==> src/hdl/rsdcfg_consts.svh <==
// Constants for the RS485 drive slave configuration block.
// Assumes inclusion by bare name from the package and the design module.
`ifndef RSDCFG_CONSTS_SVH
`define RSDCFG_CONSTS_SVH

// Register word offsets (address port is a word index).
`define RSDCFG_A_PROTOCOL      4'h0
`define RSDCFG_A_BAUD          4'h1
`define RSDCFG_A_CFG_ADDR      4'h2
`define RSDCFG_A_PD_WORDS      4'h3
`define RSDCFG_A_PC_WORDS      4'h4
`define RSDCFG_A_PRESET        4'h5
`define RSDCFG_A_MON_PERIOD    4'h6
`define RSDCFG_A_STATUS        4'h7
`define RSDCFG_A_IRQ_STATUS    4'h8
`define RSDCFG_A_IRQ_ENABLE    4'h9
`define RSDCFG_A_IRQ_CLEAR     4'ha
`define RSDCFG_A_ACTIVE_ADDR   4'hb

// Reset values and encodings.
`define RSDCFG_PROTOCOL_ON     8'h01
`define RSDCFG_BAUD_RST        4'h8
`define RSDCFG_BAUD_MAX        4'hb
`define RSDCFG_ADDR_RST        5'h00
`define RSDCFG_ADDR_MAX        6'h1f
`define RSDCFG_PD_RST          4'h2
`define RSDCFG_PD_MAX          4'h8
`define RSDCFG_PC_RST          7'h04
`define RSDCFG_PC_VAR          7'h7f
`define RSDCFG_PRESET_BUS      8'h15
`define RSDCFG_MON_RST_MS      21'h000064
`define RSDCFG_CLK_HZ          250000000
`define RSDCFG_MS_PER_S        1000
`define RSDCFG_SYNC_FILL       2'h3

// Interrupt bit positions.
`define RSDCFG_IRQ_TIMEOUT     0
`define RSDCFG_IRQ_FRAME       1
`define RSDCFG_IRQ_REJECT      2
`define RSDCFG_IRQ_W           3

`endif

==> src/hdl/rsdcfg_pkg.sv <==
// Types shared by the RS485 drive slave configuration block.
// Assumes the constants header is on the include path.
`include "rsdcfg_consts.svh"

package rsdcfg_pkg;
  typedef logic [3:0]  rsdcfg_addr_type;
  typedef logic [31:0] rsdcfg_data_type;
  typedef enum logic [1:0]
  {
    RSDCFG_IDLE,
    RSDCFG_ANSWER,
    RSDCFG_FAULT
  } rsdcfg_state_type;
endpackage

==> src/hdl/rsdcfg_top.sv <==
// RS485 drive slave configuration: setup registers, latched bus address,
// bus monitoring and transmitter gating.
// Assumes a register master on clk and framing logic that reports
// received master telegrams and the end of each answer.
//
// Function
// - The device only ever answers the single master and never starts a transfer itself.
// - Only station addresses 0 through 31 count as valid.
// - A valid selector switch address overrides the software address.
// - The software address resets to 0 and takes writes only while the switch is invalid.
// - The address in use is latched once after power-up and never changes in operation.
// - Protocol select equal to 1 enables the serial drive protocol.
// - Baud select resets to code 8 (38400 bit/s); codes span 2400 to 187500 bit/s.
// - Process-data word count spans 0 to 8 sixteen-bit words, default 2.
// - Setup preset 21 enables command and setpoint exchange over the bus.
// - Missing process data for one monitor period faults and stops; period 0 disables it.
// - Parameter-channel length is 0, 3 or 4 words or variable with code 127.
`timescale 1ns/1ps
`include "rsdcfg_consts.svh"

module rsdcfg_top
#(
  parameter int unsigned MON_MS_DEFAULT = `RSDCFG_MON_RST_MS,
  parameter int unsigned CYCLES_PER_MS  = `RSDCFG_CLK_HZ / `RSDCFG_MS_PER_S
)
(
  input  wire logic                      clk,
  input  wire logic                      reset_n,
  input  wire logic                      clk_en,
  input  wire rsdcfg_pkg::rsdcfg_addr_type reg_addr,
  input  wire rsdcfg_pkg::rsdcfg_data_type reg_wdata,
  input  wire logic                      reg_write,
  input  wire logic                      reg_read,
  output logic [31:0]                    reg_rdata,
  input  wire logic [5:0]                addr_switch,
  input  wire logic                      frame_valid,
  input  wire logic [4:0]                frame_addr,
  input  wire logic                      frame_has_pd,
  input  wire logic                      answer_done,
  output logic                           bus_enable,
  output logic                           tx_enable,
  output logic [4:0]                     station_addr,
  output logic                           drive_fault,
  output logic                           irq
);
  import rsdcfg_pkg::*;

  initial
  begin
    if (CYCLES_PER_MS < 1 || CYCLES_PER_MS > 21'h1fffff ||
        MON_MS_DEFAULT > 21'h1fffff)
      $error("rsdcfg_top: unsupported parameter values");
  end

  // ==========================================================================
  // Reset release and switch synchroniser
  // ==========================================================================
  logic [1:0] rst_sync_q;
  wire        rst_n = rst_sync_q[1];

  always_ff @(posedge clk or negedge reset_n)
  begin
    if (!reset_n)
      rst_sync_q <= 2'h0;
    else
      rst_sync_q <= {rst_sync_q[0], 1'b1};
  end

  logic [5:0] sw_s1_q;
  logic [5:0] sw_s2_q;
  logic [5:0] sw_s3_q;
  logic [5:0] sw_q;
  logic [1:0] fill_q;

  always_ff @(posedge clk or negedge rst_n)
  begin
    if (!rst_n)
    begin
      sw_s1_q <= 6'h3f;
      sw_s2_q <= 6'h3f;
      sw_s3_q <= 6'h3f;
      sw_q    <= 6'h3f;
      fill_q  <= 2'h0;
    end
    else if (clk_en)
    begin
      sw_s1_q <= addr_switch;
      sw_s2_q <= sw_s1_q;
      sw_s3_q <= sw_s2_q;
      if (fill_q != `RSDCFG_SYNC_FILL)
        fill_q <= fill_q + 2'h1;
      if (sw_s2_q == sw_s3_q)
        sw_q <= sw_s3_q;
    end
  end

  // The address latch waits until all three stages hold pin samples, so the reset
  // value of the filter is never mistaken for a settled switch setting.
  wire sync_full = fill_q == `RSDCFG_SYNC_FILL;
  wire sw_valid  = (sw_q <= `RSDCFG_ADDR_MAX);

  // ==========================================================================
  // Register decode
  // ==========================================================================
  logic [7:0]  protocol_select_q;
  logic [3:0]  baud_rate_select_q;
  logic [4:0]  configured_station_address_q;
  logic [3:0]  process_word_count_q;
  logic [6:0]  param_channel_word_count_q;
  logic [7:0]  setup_preset_select_q;
  logic [20:0] bus_monitor_period_q;
  logic [`RSDCFG_IRQ_W-1:0] irq_status_q;
  logic [`RSDCFG_IRQ_W-1:0] irq_enable_q;

  wire wr_protocol = reg_write && reg_addr == `RSDCFG_A_PROTOCOL;
  wire wr_baud     = reg_write && reg_addr == `RSDCFG_A_BAUD;
  wire wr_addr     = reg_write && reg_addr == `RSDCFG_A_CFG_ADDR;
  wire wr_pd       = reg_write && reg_addr == `RSDCFG_A_PD_WORDS;
  wire wr_pc       = reg_write && reg_addr == `RSDCFG_A_PC_WORDS;
  wire wr_preset   = reg_write && reg_addr == `RSDCFG_A_PRESET;
  wire wr_mon      = reg_write && reg_addr == `RSDCFG_A_MON_PERIOD;
  wire wr_ien      = reg_write && reg_addr == `RSDCFG_A_IRQ_ENABLE;
  wire wr_iclr     = reg_write && reg_addr == `RSDCFG_A_IRQ_CLEAR;

  wire baud_ok  = reg_wdata[31:4] == 28'h0 && reg_wdata[3:0] <= `RSDCFG_BAUD_MAX;
  wire pd_ok    = reg_wdata[31:4] == 28'h0 && reg_wdata[3:0] <= `RSDCFG_PD_MAX;
  wire pc_ok    = reg_wdata[31:7] == 25'h0 &&
                  (reg_wdata[6:0] == 7'h00 || reg_wdata[6:0] == 7'h03 ||
                   reg_wdata[6:0] == 7'h04 || reg_wdata[6:0] == `RSDCFG_PC_VAR);
  wire addr_ok  = !sw_valid && reg_wdata[31:5] == 27'h0;
  wire rejected = (wr_baud && !baud_ok) || (wr_pd && !pd_ok) ||
                  (wr_pc && !pc_ok) || (wr_addr && !addr_ok);

  always_ff @(posedge clk or negedge rst_n)
  begin
    if (!rst_n)
    begin
      protocol_select_q            <= 8'h00;
      baud_rate_select_q           <= `RSDCFG_BAUD_RST;
      configured_station_address_q <= `RSDCFG_ADDR_RST;
      process_word_count_q         <= `RSDCFG_PD_RST;
      param_channel_word_count_q   <= `RSDCFG_PC_RST;
      setup_preset_select_q        <= 8'h00;
    end
    else if (clk_en)
    begin
      if (wr_protocol) protocol_select_q <= reg_wdata[7:0];
      if (wr_baud && baud_ok) baud_rate_select_q <= reg_wdata[3:0];
      if (wr_addr && addr_ok) configured_station_address_q <= reg_wdata[4:0];
      if (wr_pd && pd_ok) process_word_count_q <= reg_wdata[3:0];
      if (wr_pc && pc_ok) param_channel_word_count_q <= reg_wdata[6:0];
      if (wr_preset) setup_preset_select_q <= reg_wdata[7:0];
    end
  end

  always_ff @(posedge clk or negedge rst_n)
  begin
    if (!rst_n)
    begin
      bus_monitor_period_q <= 21'(MON_MS_DEFAULT);
      irq_enable_q         <= '0;
    end
    else if (clk_en)
    begin
      if (wr_mon) bus_monitor_period_q <= reg_wdata[20:0];
      if (wr_ien) irq_enable_q <= reg_wdata[`RSDCFG_IRQ_W-1:0];
    end
  end

  // ==========================================================================
  // Address latch at power-up
  // ==========================================================================
  logic       addr_latched_q;
  logic [4:0] station_addr_q;

  always_ff @(posedge clk or negedge rst_n)
  begin
    if (!rst_n)
    begin
      addr_latched_q <= 1'b0;
      station_addr_q <= `RSDCFG_ADDR_RST;
    end
    else if (clk_en && !addr_latched_q && sync_full && sw_s3_q == sw_q)
    begin
      // Waits until the filtered switch has settled, then freezes.
      addr_latched_q <= 1'b1;
      station_addr_q <= sw_valid ? sw_q[4:0] : configured_station_address_q;
    end
  end

  assign station_addr = station_addr_q;

  // ==========================================================================
  // Bus enable, monitoring and transmitter control
  // ==========================================================================
  // The bus stays off until the address is latched, so no frame meets the reset address.
  wire bus_on = protocol_select_q == `RSDCFG_PROTOCOL_ON &&
                setup_preset_select_q == `RSDCFG_PRESET_BUS &&
                addr_latched_q;

  // The prescaler and the period count restart on every process-data frame for this
  // station and stay at zero while monitoring is off.
  localparam logic [20:0] MS_CYC = 21'(CYCLES_PER_MS);
  logic [20:0] ms_cnt_q;
  logic [20:0] mon_ms_q;
  wire         ms_tick = ms_cnt_q == MS_CYC - 21'h1;
  wire         for_us  = frame_valid && frame_addr == station_addr_q;
  wire         pd_seen = for_us && frame_has_pd;
  wire         mon_on  = bus_on && bus_monitor_period_q != 21'h0;
  wire         timeout = mon_on && ms_tick && mon_ms_q + 21'h1 >= bus_monitor_period_q;

  rsdcfg_state_type state_q;
  rsdcfg_state_type state_d;

  always_comb
  begin
    state_d = state_q;
    unique case (state_q)
      RSDCFG_IDLE:
        if (timeout)
          state_d = RSDCFG_FAULT;
        else if (bus_on && for_us)
          state_d = RSDCFG_ANSWER;
      RSDCFG_ANSWER:
        if (timeout)
          state_d = RSDCFG_FAULT;
        else if (answer_done || !bus_on)
          state_d = RSDCFG_IDLE;
      RSDCFG_FAULT:
        state_d = RSDCFG_FAULT;                    // Held until reset.
    endcase
  end

  always_ff @(posedge clk or negedge rst_n)
  begin
    if (!rst_n)
    begin
      state_q  <= RSDCFG_IDLE;
      ms_cnt_q <= 21'h0;
      mon_ms_q <= 21'h0;
    end
    else if (clk_en)
    begin
      state_q  <= state_d;
      ms_cnt_q <= (ms_tick || !mon_on || pd_seen) ? 21'h0 : ms_cnt_q + 21'h1;
      if (!mon_on || pd_seen)
        mon_ms_q <= 21'h0;
      else if (ms_tick)
        mon_ms_q <= mon_ms_q + 21'h1;
    end
  end

  assign bus_enable  = bus_on && state_q != RSDCFG_FAULT;
  assign tx_enable   = state_q == RSDCFG_ANSWER;
  assign drive_fault = state_q == RSDCFG_FAULT;

  // ==========================================================================
  // Interrupts and read-back
  // ==========================================================================
  wire [`RSDCFG_IRQ_W-1:0] irq_evt = {rejected && reg_write, bus_on && for_us, timeout};

  // A new event wins over a clear written in the same cycle.
  always_ff @(posedge clk or negedge rst_n)
  begin
    if (!rst_n)
      irq_status_q <= '0;
    else if (clk_en)
      irq_status_q <= (irq_status_q & ~({`RSDCFG_IRQ_W{wr_iclr}} &
                      reg_wdata[`RSDCFG_IRQ_W-1:0])) | irq_evt;
  end

  assign irq = |(irq_status_q & irq_enable_q);

  wire [5:0] status_bits = {sw_valid, addr_latched_q, bus_on, drive_fault, tx_enable,
                            bus_enable};

  logic [31:0] rd_mux;
  always_comb
  begin
    rd_mux = 32'h0;
    unique case (reg_addr)
      `RSDCFG_A_PROTOCOL:    rd_mux = {24'h0, protocol_select_q};
      `RSDCFG_A_BAUD:        rd_mux = {28'h0, baud_rate_select_q};
      `RSDCFG_A_CFG_ADDR:    rd_mux = {27'h0, configured_station_address_q};
      `RSDCFG_A_PD_WORDS:    rd_mux = {28'h0, process_word_count_q};
      `RSDCFG_A_PC_WORDS:    rd_mux = {25'h0, param_channel_word_count_q};
      `RSDCFG_A_PRESET:      rd_mux = {24'h0, setup_preset_select_q};
      `RSDCFG_A_MON_PERIOD:  rd_mux = {11'h0, bus_monitor_period_q};
      `RSDCFG_A_STATUS:      rd_mux = {26'h0, status_bits};
      `RSDCFG_A_IRQ_STATUS:  rd_mux = {29'h0, irq_status_q};
      `RSDCFG_A_IRQ_ENABLE:  rd_mux = {29'h0, irq_enable_q};
      `RSDCFG_A_ACTIVE_ADDR: rd_mux = {27'h0, station_addr_q};
      default:               rd_mux = 32'h0;
    endcase
  end

  // Read data stand for the one cycle after the read strobe and read as zero otherwise.
  always_ff @(posedge clk or negedge rst_n)
  begin
    if (!rst_n)
      reg_rdata <= 32'h0;
    else if (clk_en)
      reg_rdata <= reg_read ? rd_mux : 32'h0;
  end

endmodule // rsdcfg_top

==> config.mk <==
export PLATFORM = sky130hd
export DESIGN_NAME = rsdcfg_top
export DESIGN_NICKNAME = d
export VERILOG_FILES = /design/src/hdl/rsdcfg_pkg.sv /design/src/hdl/rsdcfg_top.sv
export VERILOG_INCLUDE_DIRS = /design/src /design/src/hdl
export SDC_FILE = /design/constraint.sdc
export NUM_CORES = 1
export LEC_CHECK = 0
export BUFFER_PORTS_ARGS = -buffer_cell sky130_fd_sc_hd__buf_2
export CAP_MARGIN = 20
export CORE_ASPECT_RATIO = 1.1
export CORE_MARGIN = 4
export CORE_UTILIZATION = 40
export DETAILED_ROUTE_END_ITERATION = 6
export GPL_TIMING_DRIVEN = 1
export PLACE_DENSITY = 0.66
export REMOVE_ABC_BUFFERS = 1
export SLEW_MARGIN = 20
export SYNTH_ARGS = -nofsm -noshare
export SYNTH_HDL_FRONTEND = slang
export SYNTH_SLANG_ARGS = --single-unit
==> constraint.sdc <==
create_clock -name clk -period 11.25 [get_ports clk]
set_input_delay 1.6875 -clock clk [delete_from_list [all_inputs] [get_ports clk]]
set_output_delay 1.6875 -clock clk [all_outputs]
set_load 0.01 [all_outputs]
==> impl_metrics.yaml <==
status:
  outcome: "completed"
global_routing:
  grt_pass1_wl_um: 35200
  antenna_found_initial: 0
  gr-total-overflow: 0
  grt_usage: 0.180
  grt_max_degree: 75
  grt_pass1_vias: 6627
floorplan:
  die_area_um2: 24500
  core_area_um2: 21500
  die_h_um: 164
  rows: 56
  pin_count: 96
  initial_core_util: 0.409
  die_w_um: 149
worst_setup_path:
  crit_path_end_kind: "primary output"
  cp_max_fo: 3
  worstPathArrival_ns: 2.42
  critPathRequiredTime_ns: 9.56
  r2r_slack_ns: 7.30
  critPathKind: "reg -> out"
  startpoint_type: "flop"
route:
  route.detailed.drc: 0
  vias: 6821
  drt_iter0_markers: 509
  wirelength_um: 21800
  wl_per_cell_um: 17.3
  firstDrtPassIters: 5
  drtAntennaViolNets: 0
  post_drt_via_cell_ratio: 5.41
yosys:
  async_reset_ff_frac: 1.00
  netlist_area_um2: 8810
  synth-seq-area-share: 0.464
  synth_simple_gate_area_frac: 0.196
  ys_seq_elements: 162
  synthFlopType: "dfrtp_1"
  postSynthCellCount: 883
  synth_top_family_by_area: "simple AND/OR/NAND/NOR gates"
  synth_compound_area_frac: 0.0962
  synth.distinct_cells: 70
  synth_area_per_cell_um2: 9.98
  yosys-mux-area-fraction: 0.110
  synth_xor_area_frac: 0.0418
  ys.warnings.count: 0
  synth_edf_count: 0
  synthAdderAreaFrac: 0.0384
timing:
  finalSetupViolCount: 0
  fin_skew_ns: 0.00770
  period_minus_slack_ns: 4.11
  rsz0062_at_grt: "no"
  worstMarginPinSlew_ns: 0.962
  timing.slew.headroom: 0.358
  slew_viol_final: 0
  fin_setup_tns_ns: 0
  hold_viol_final: 0
  max_freq_mhz: 243
  period_share: 0.365
clock_tree:
  root_buffer: "clkbuf_16"
  cts.clk_slew.worst_paths_ns: 0.07
  hold_buffers: 0
  cts_tree: "yes"
  clock-sinks: 162
  clock_path_buffers: 2
  numCtsBuffers: 17
  cts_setup_buffers: 0
  post_cts_resized: 0
  clk_latency_ns: 0.43
  htreeDepth: 4
power_and_ir_drop:
  worst_ir_drop_vdd_v: 0.0000960
  p_per_area_nw_per_um2: 150
  leakage_nw: 4.58
  finalPower_w: 0.00150
cells_and_area:
  layout.cells.non_filler: 1260
  syn_to_final_growth_pct: 13.7
  antennaDiodeCount: 0
  final_core_util: 0.466
  fin_nets: 1039
  drive_gt1_frac: 0.267
  nFillCells: 2046
placement:
  port_buffers: 84
  dp.cells: 1226
  gp_congestion: 0.908
  post-dp-hpwl_um: 15700
worst_hold_path:
  worstHoldPathType: "reg -> async"
job:
  cap_violations: 0
final cells by class:
type                    count  area (um2)  area share
clock inverters            12        95.1     0.00949
multi-input cells         627        4300       0.429
inverters                  56         210      0.0210
repair buffers             93         485      0.0485
clock buffers              20         468      0.0467
well taps                 290         363      0.0362
flip-flops and latches    162        4100       0.409
worst paths after layout:
check                                startpoint                       end  cells past startpoint
max in group asynchronous         rst_sync_q[1]  bus_monitor_period_q[16]                      1
min in group clk                  rst_sync_q[0]             rst_sync_q[1]                      0
hold reg to reg                   rst_sync_q[1]      protocol_select_q[0]                      0
hold / removal                    rst_sync_q[1]      protocol_select_q[0]                      0
setup reg to reg                    mon_ms_q[0]                state_q[1]                     12
setup / recovery           protocol_select_q[7]                bus_enable                      5
flip-flops by register name (all words and copies together), names as in the netlist:
register,flops
addr_latched_q,1
baud_rate_select_q,4
bus_monitor_period_q,21
configured_station_address_q,5
fill_q,2
irq_enable_q,3
irq_status_q,3
mon_ms_q,21
ms_cnt_q,21
param_channel_word_count_q,7
process_word_count_q,4
protocol_select_q,8
reg_rdata,21
rst_sync_q,2
setup_preset_select_q,8
state_q,2
station_addr,5
sw_q,6
sw_s1_q,6
sw_s2_q,6
sw_s3_q,6
critical path, cell delays in order, from the launching register on:
cell	delay, ns
dfrtp_1	0.44
or4_4	0.58
nor2_1	0.12
nand4b_1	0.11
nor4_1	0.50
buf_2	0.24
metrics by stage:
stage / hold WS (ns) / instance area, um2 / worst slack [ns]
finish: 0.206 / 10000 / 7.14
global route: 0.229 / 10000 / 7.07
CTS: 0.213 / 10000 / 7.11
detailed placement: 0.207 / 9440 / 6.93
global placement: 0.205 / 9440 / 6.92
floorplan: 0.331 / 8590 / 6.45
routing by layer:
metal	vias to the layer above	GRT usage	share of wire
met2	178	0.285	0.47
met1	3367	0.255	0.46
li1	3255	-	-
met3	21	0.0366	0.054
met5	-	0	0
met4	0	0.0445	0.012
power by group:
part	switching [W]	total (W)	internal, W	leakage [nW]
clock	0.000246	0.000551	0.000305	0.283
combinational	0.000115	0.000220	0.000104	2.23
sequential	0.0000728	0.000732	0.000659	2.07
placed cells by master (no fill, tap or decap), types with 3 or more instances in the layout:
| cell type | count |
|---|---|
| nor4_4 | 3 |
| and3_1 | 8 |
| nand2_1 | 103 |
| clkbuf_16 | 18 |
| buf_2 | 84 |
| and2_1 | 4 |
| o211ai_1 | 3 |
| conb_1 | 12 |
| nor2b_1 | 4 |
| and4_1 | 5 |
| a21oi_1 | 18 |
| dfstp_2 | 30 |
| a221oi_1 | 4 |
| clkinv_4 | 5 |
| mux2_2 | 67 |
| nand3_1 | 30 |
| dfrtp_1 | 131 |
| a22o_2 | 7 |
| xnor2_1 | 15 |
| buf_4 | 8 |
| nor3_1 | 23 |
| o22ai_1 | 8 |
| nor4b_1 | 6 |
| inv_1 | 56 |
| o21a_1 | 3 |
| nor2_1 | 58 |
| nand4_1 | 24 |
| a311oi_1 | 3 |
| xor2_1 | 27 |
| ha_1 | 27 |
| nand2b_1 | 6 |
| nor4_1 | 17 |
| o21ai_0 | 67 |
| or2_2 | 14 |
| mux2i_1 | 17 |
cells in the mapped netlist, drive strengths merged (3+ instances only):
master	number	area share
nor2	58	0.025
o21ai	67	0.038
dfstp	30	0.089
nor4b	7	0.0077
or2	14	0.0099
nor4	21	0.020
and3	8	0.0057
xnor2	15	0.015
inv	56	0.024
nor2b	4	0.0028
nand2	103	0.044
nand3	30	0.017
mux2	67	0.086
o211ai	3	0.0026
a21oi	18	0.010
and2	5	0.0037
nand4	24	0.017
nor3	24	0.014
o21a	3	0.0026
xor2	27	0.027
and4	6	0.0061
nand2b	6	0.0043
nand4b	3	0.0047
mux2i	17	0.019
o22ai	8	0.0057
ha	27	0.038
a311oi	3	0.0030
a221oi	4	0.0040
buf	16	0.013
dfrtp	132	0.38
a22o	7	0.0080
clkbuf	32	0.016
kinds of logic (layout without fill, tap and decap cells):
logic type / after synthesis / in the layout
AO/OA/AOI/OAI: 134 / 134
XOR/XNOR: 42 / 42
adder cells (fa/ha/maj): 27 / 27
buffers and inverters: 104 / 181
flip-flops: 162 / 162
multiplexers: 86 / 86
other: 2 / 12
AND/OR/NAND/NOR: 326 / 326
No activity file was read; power rests on OpenSTA's default activity.
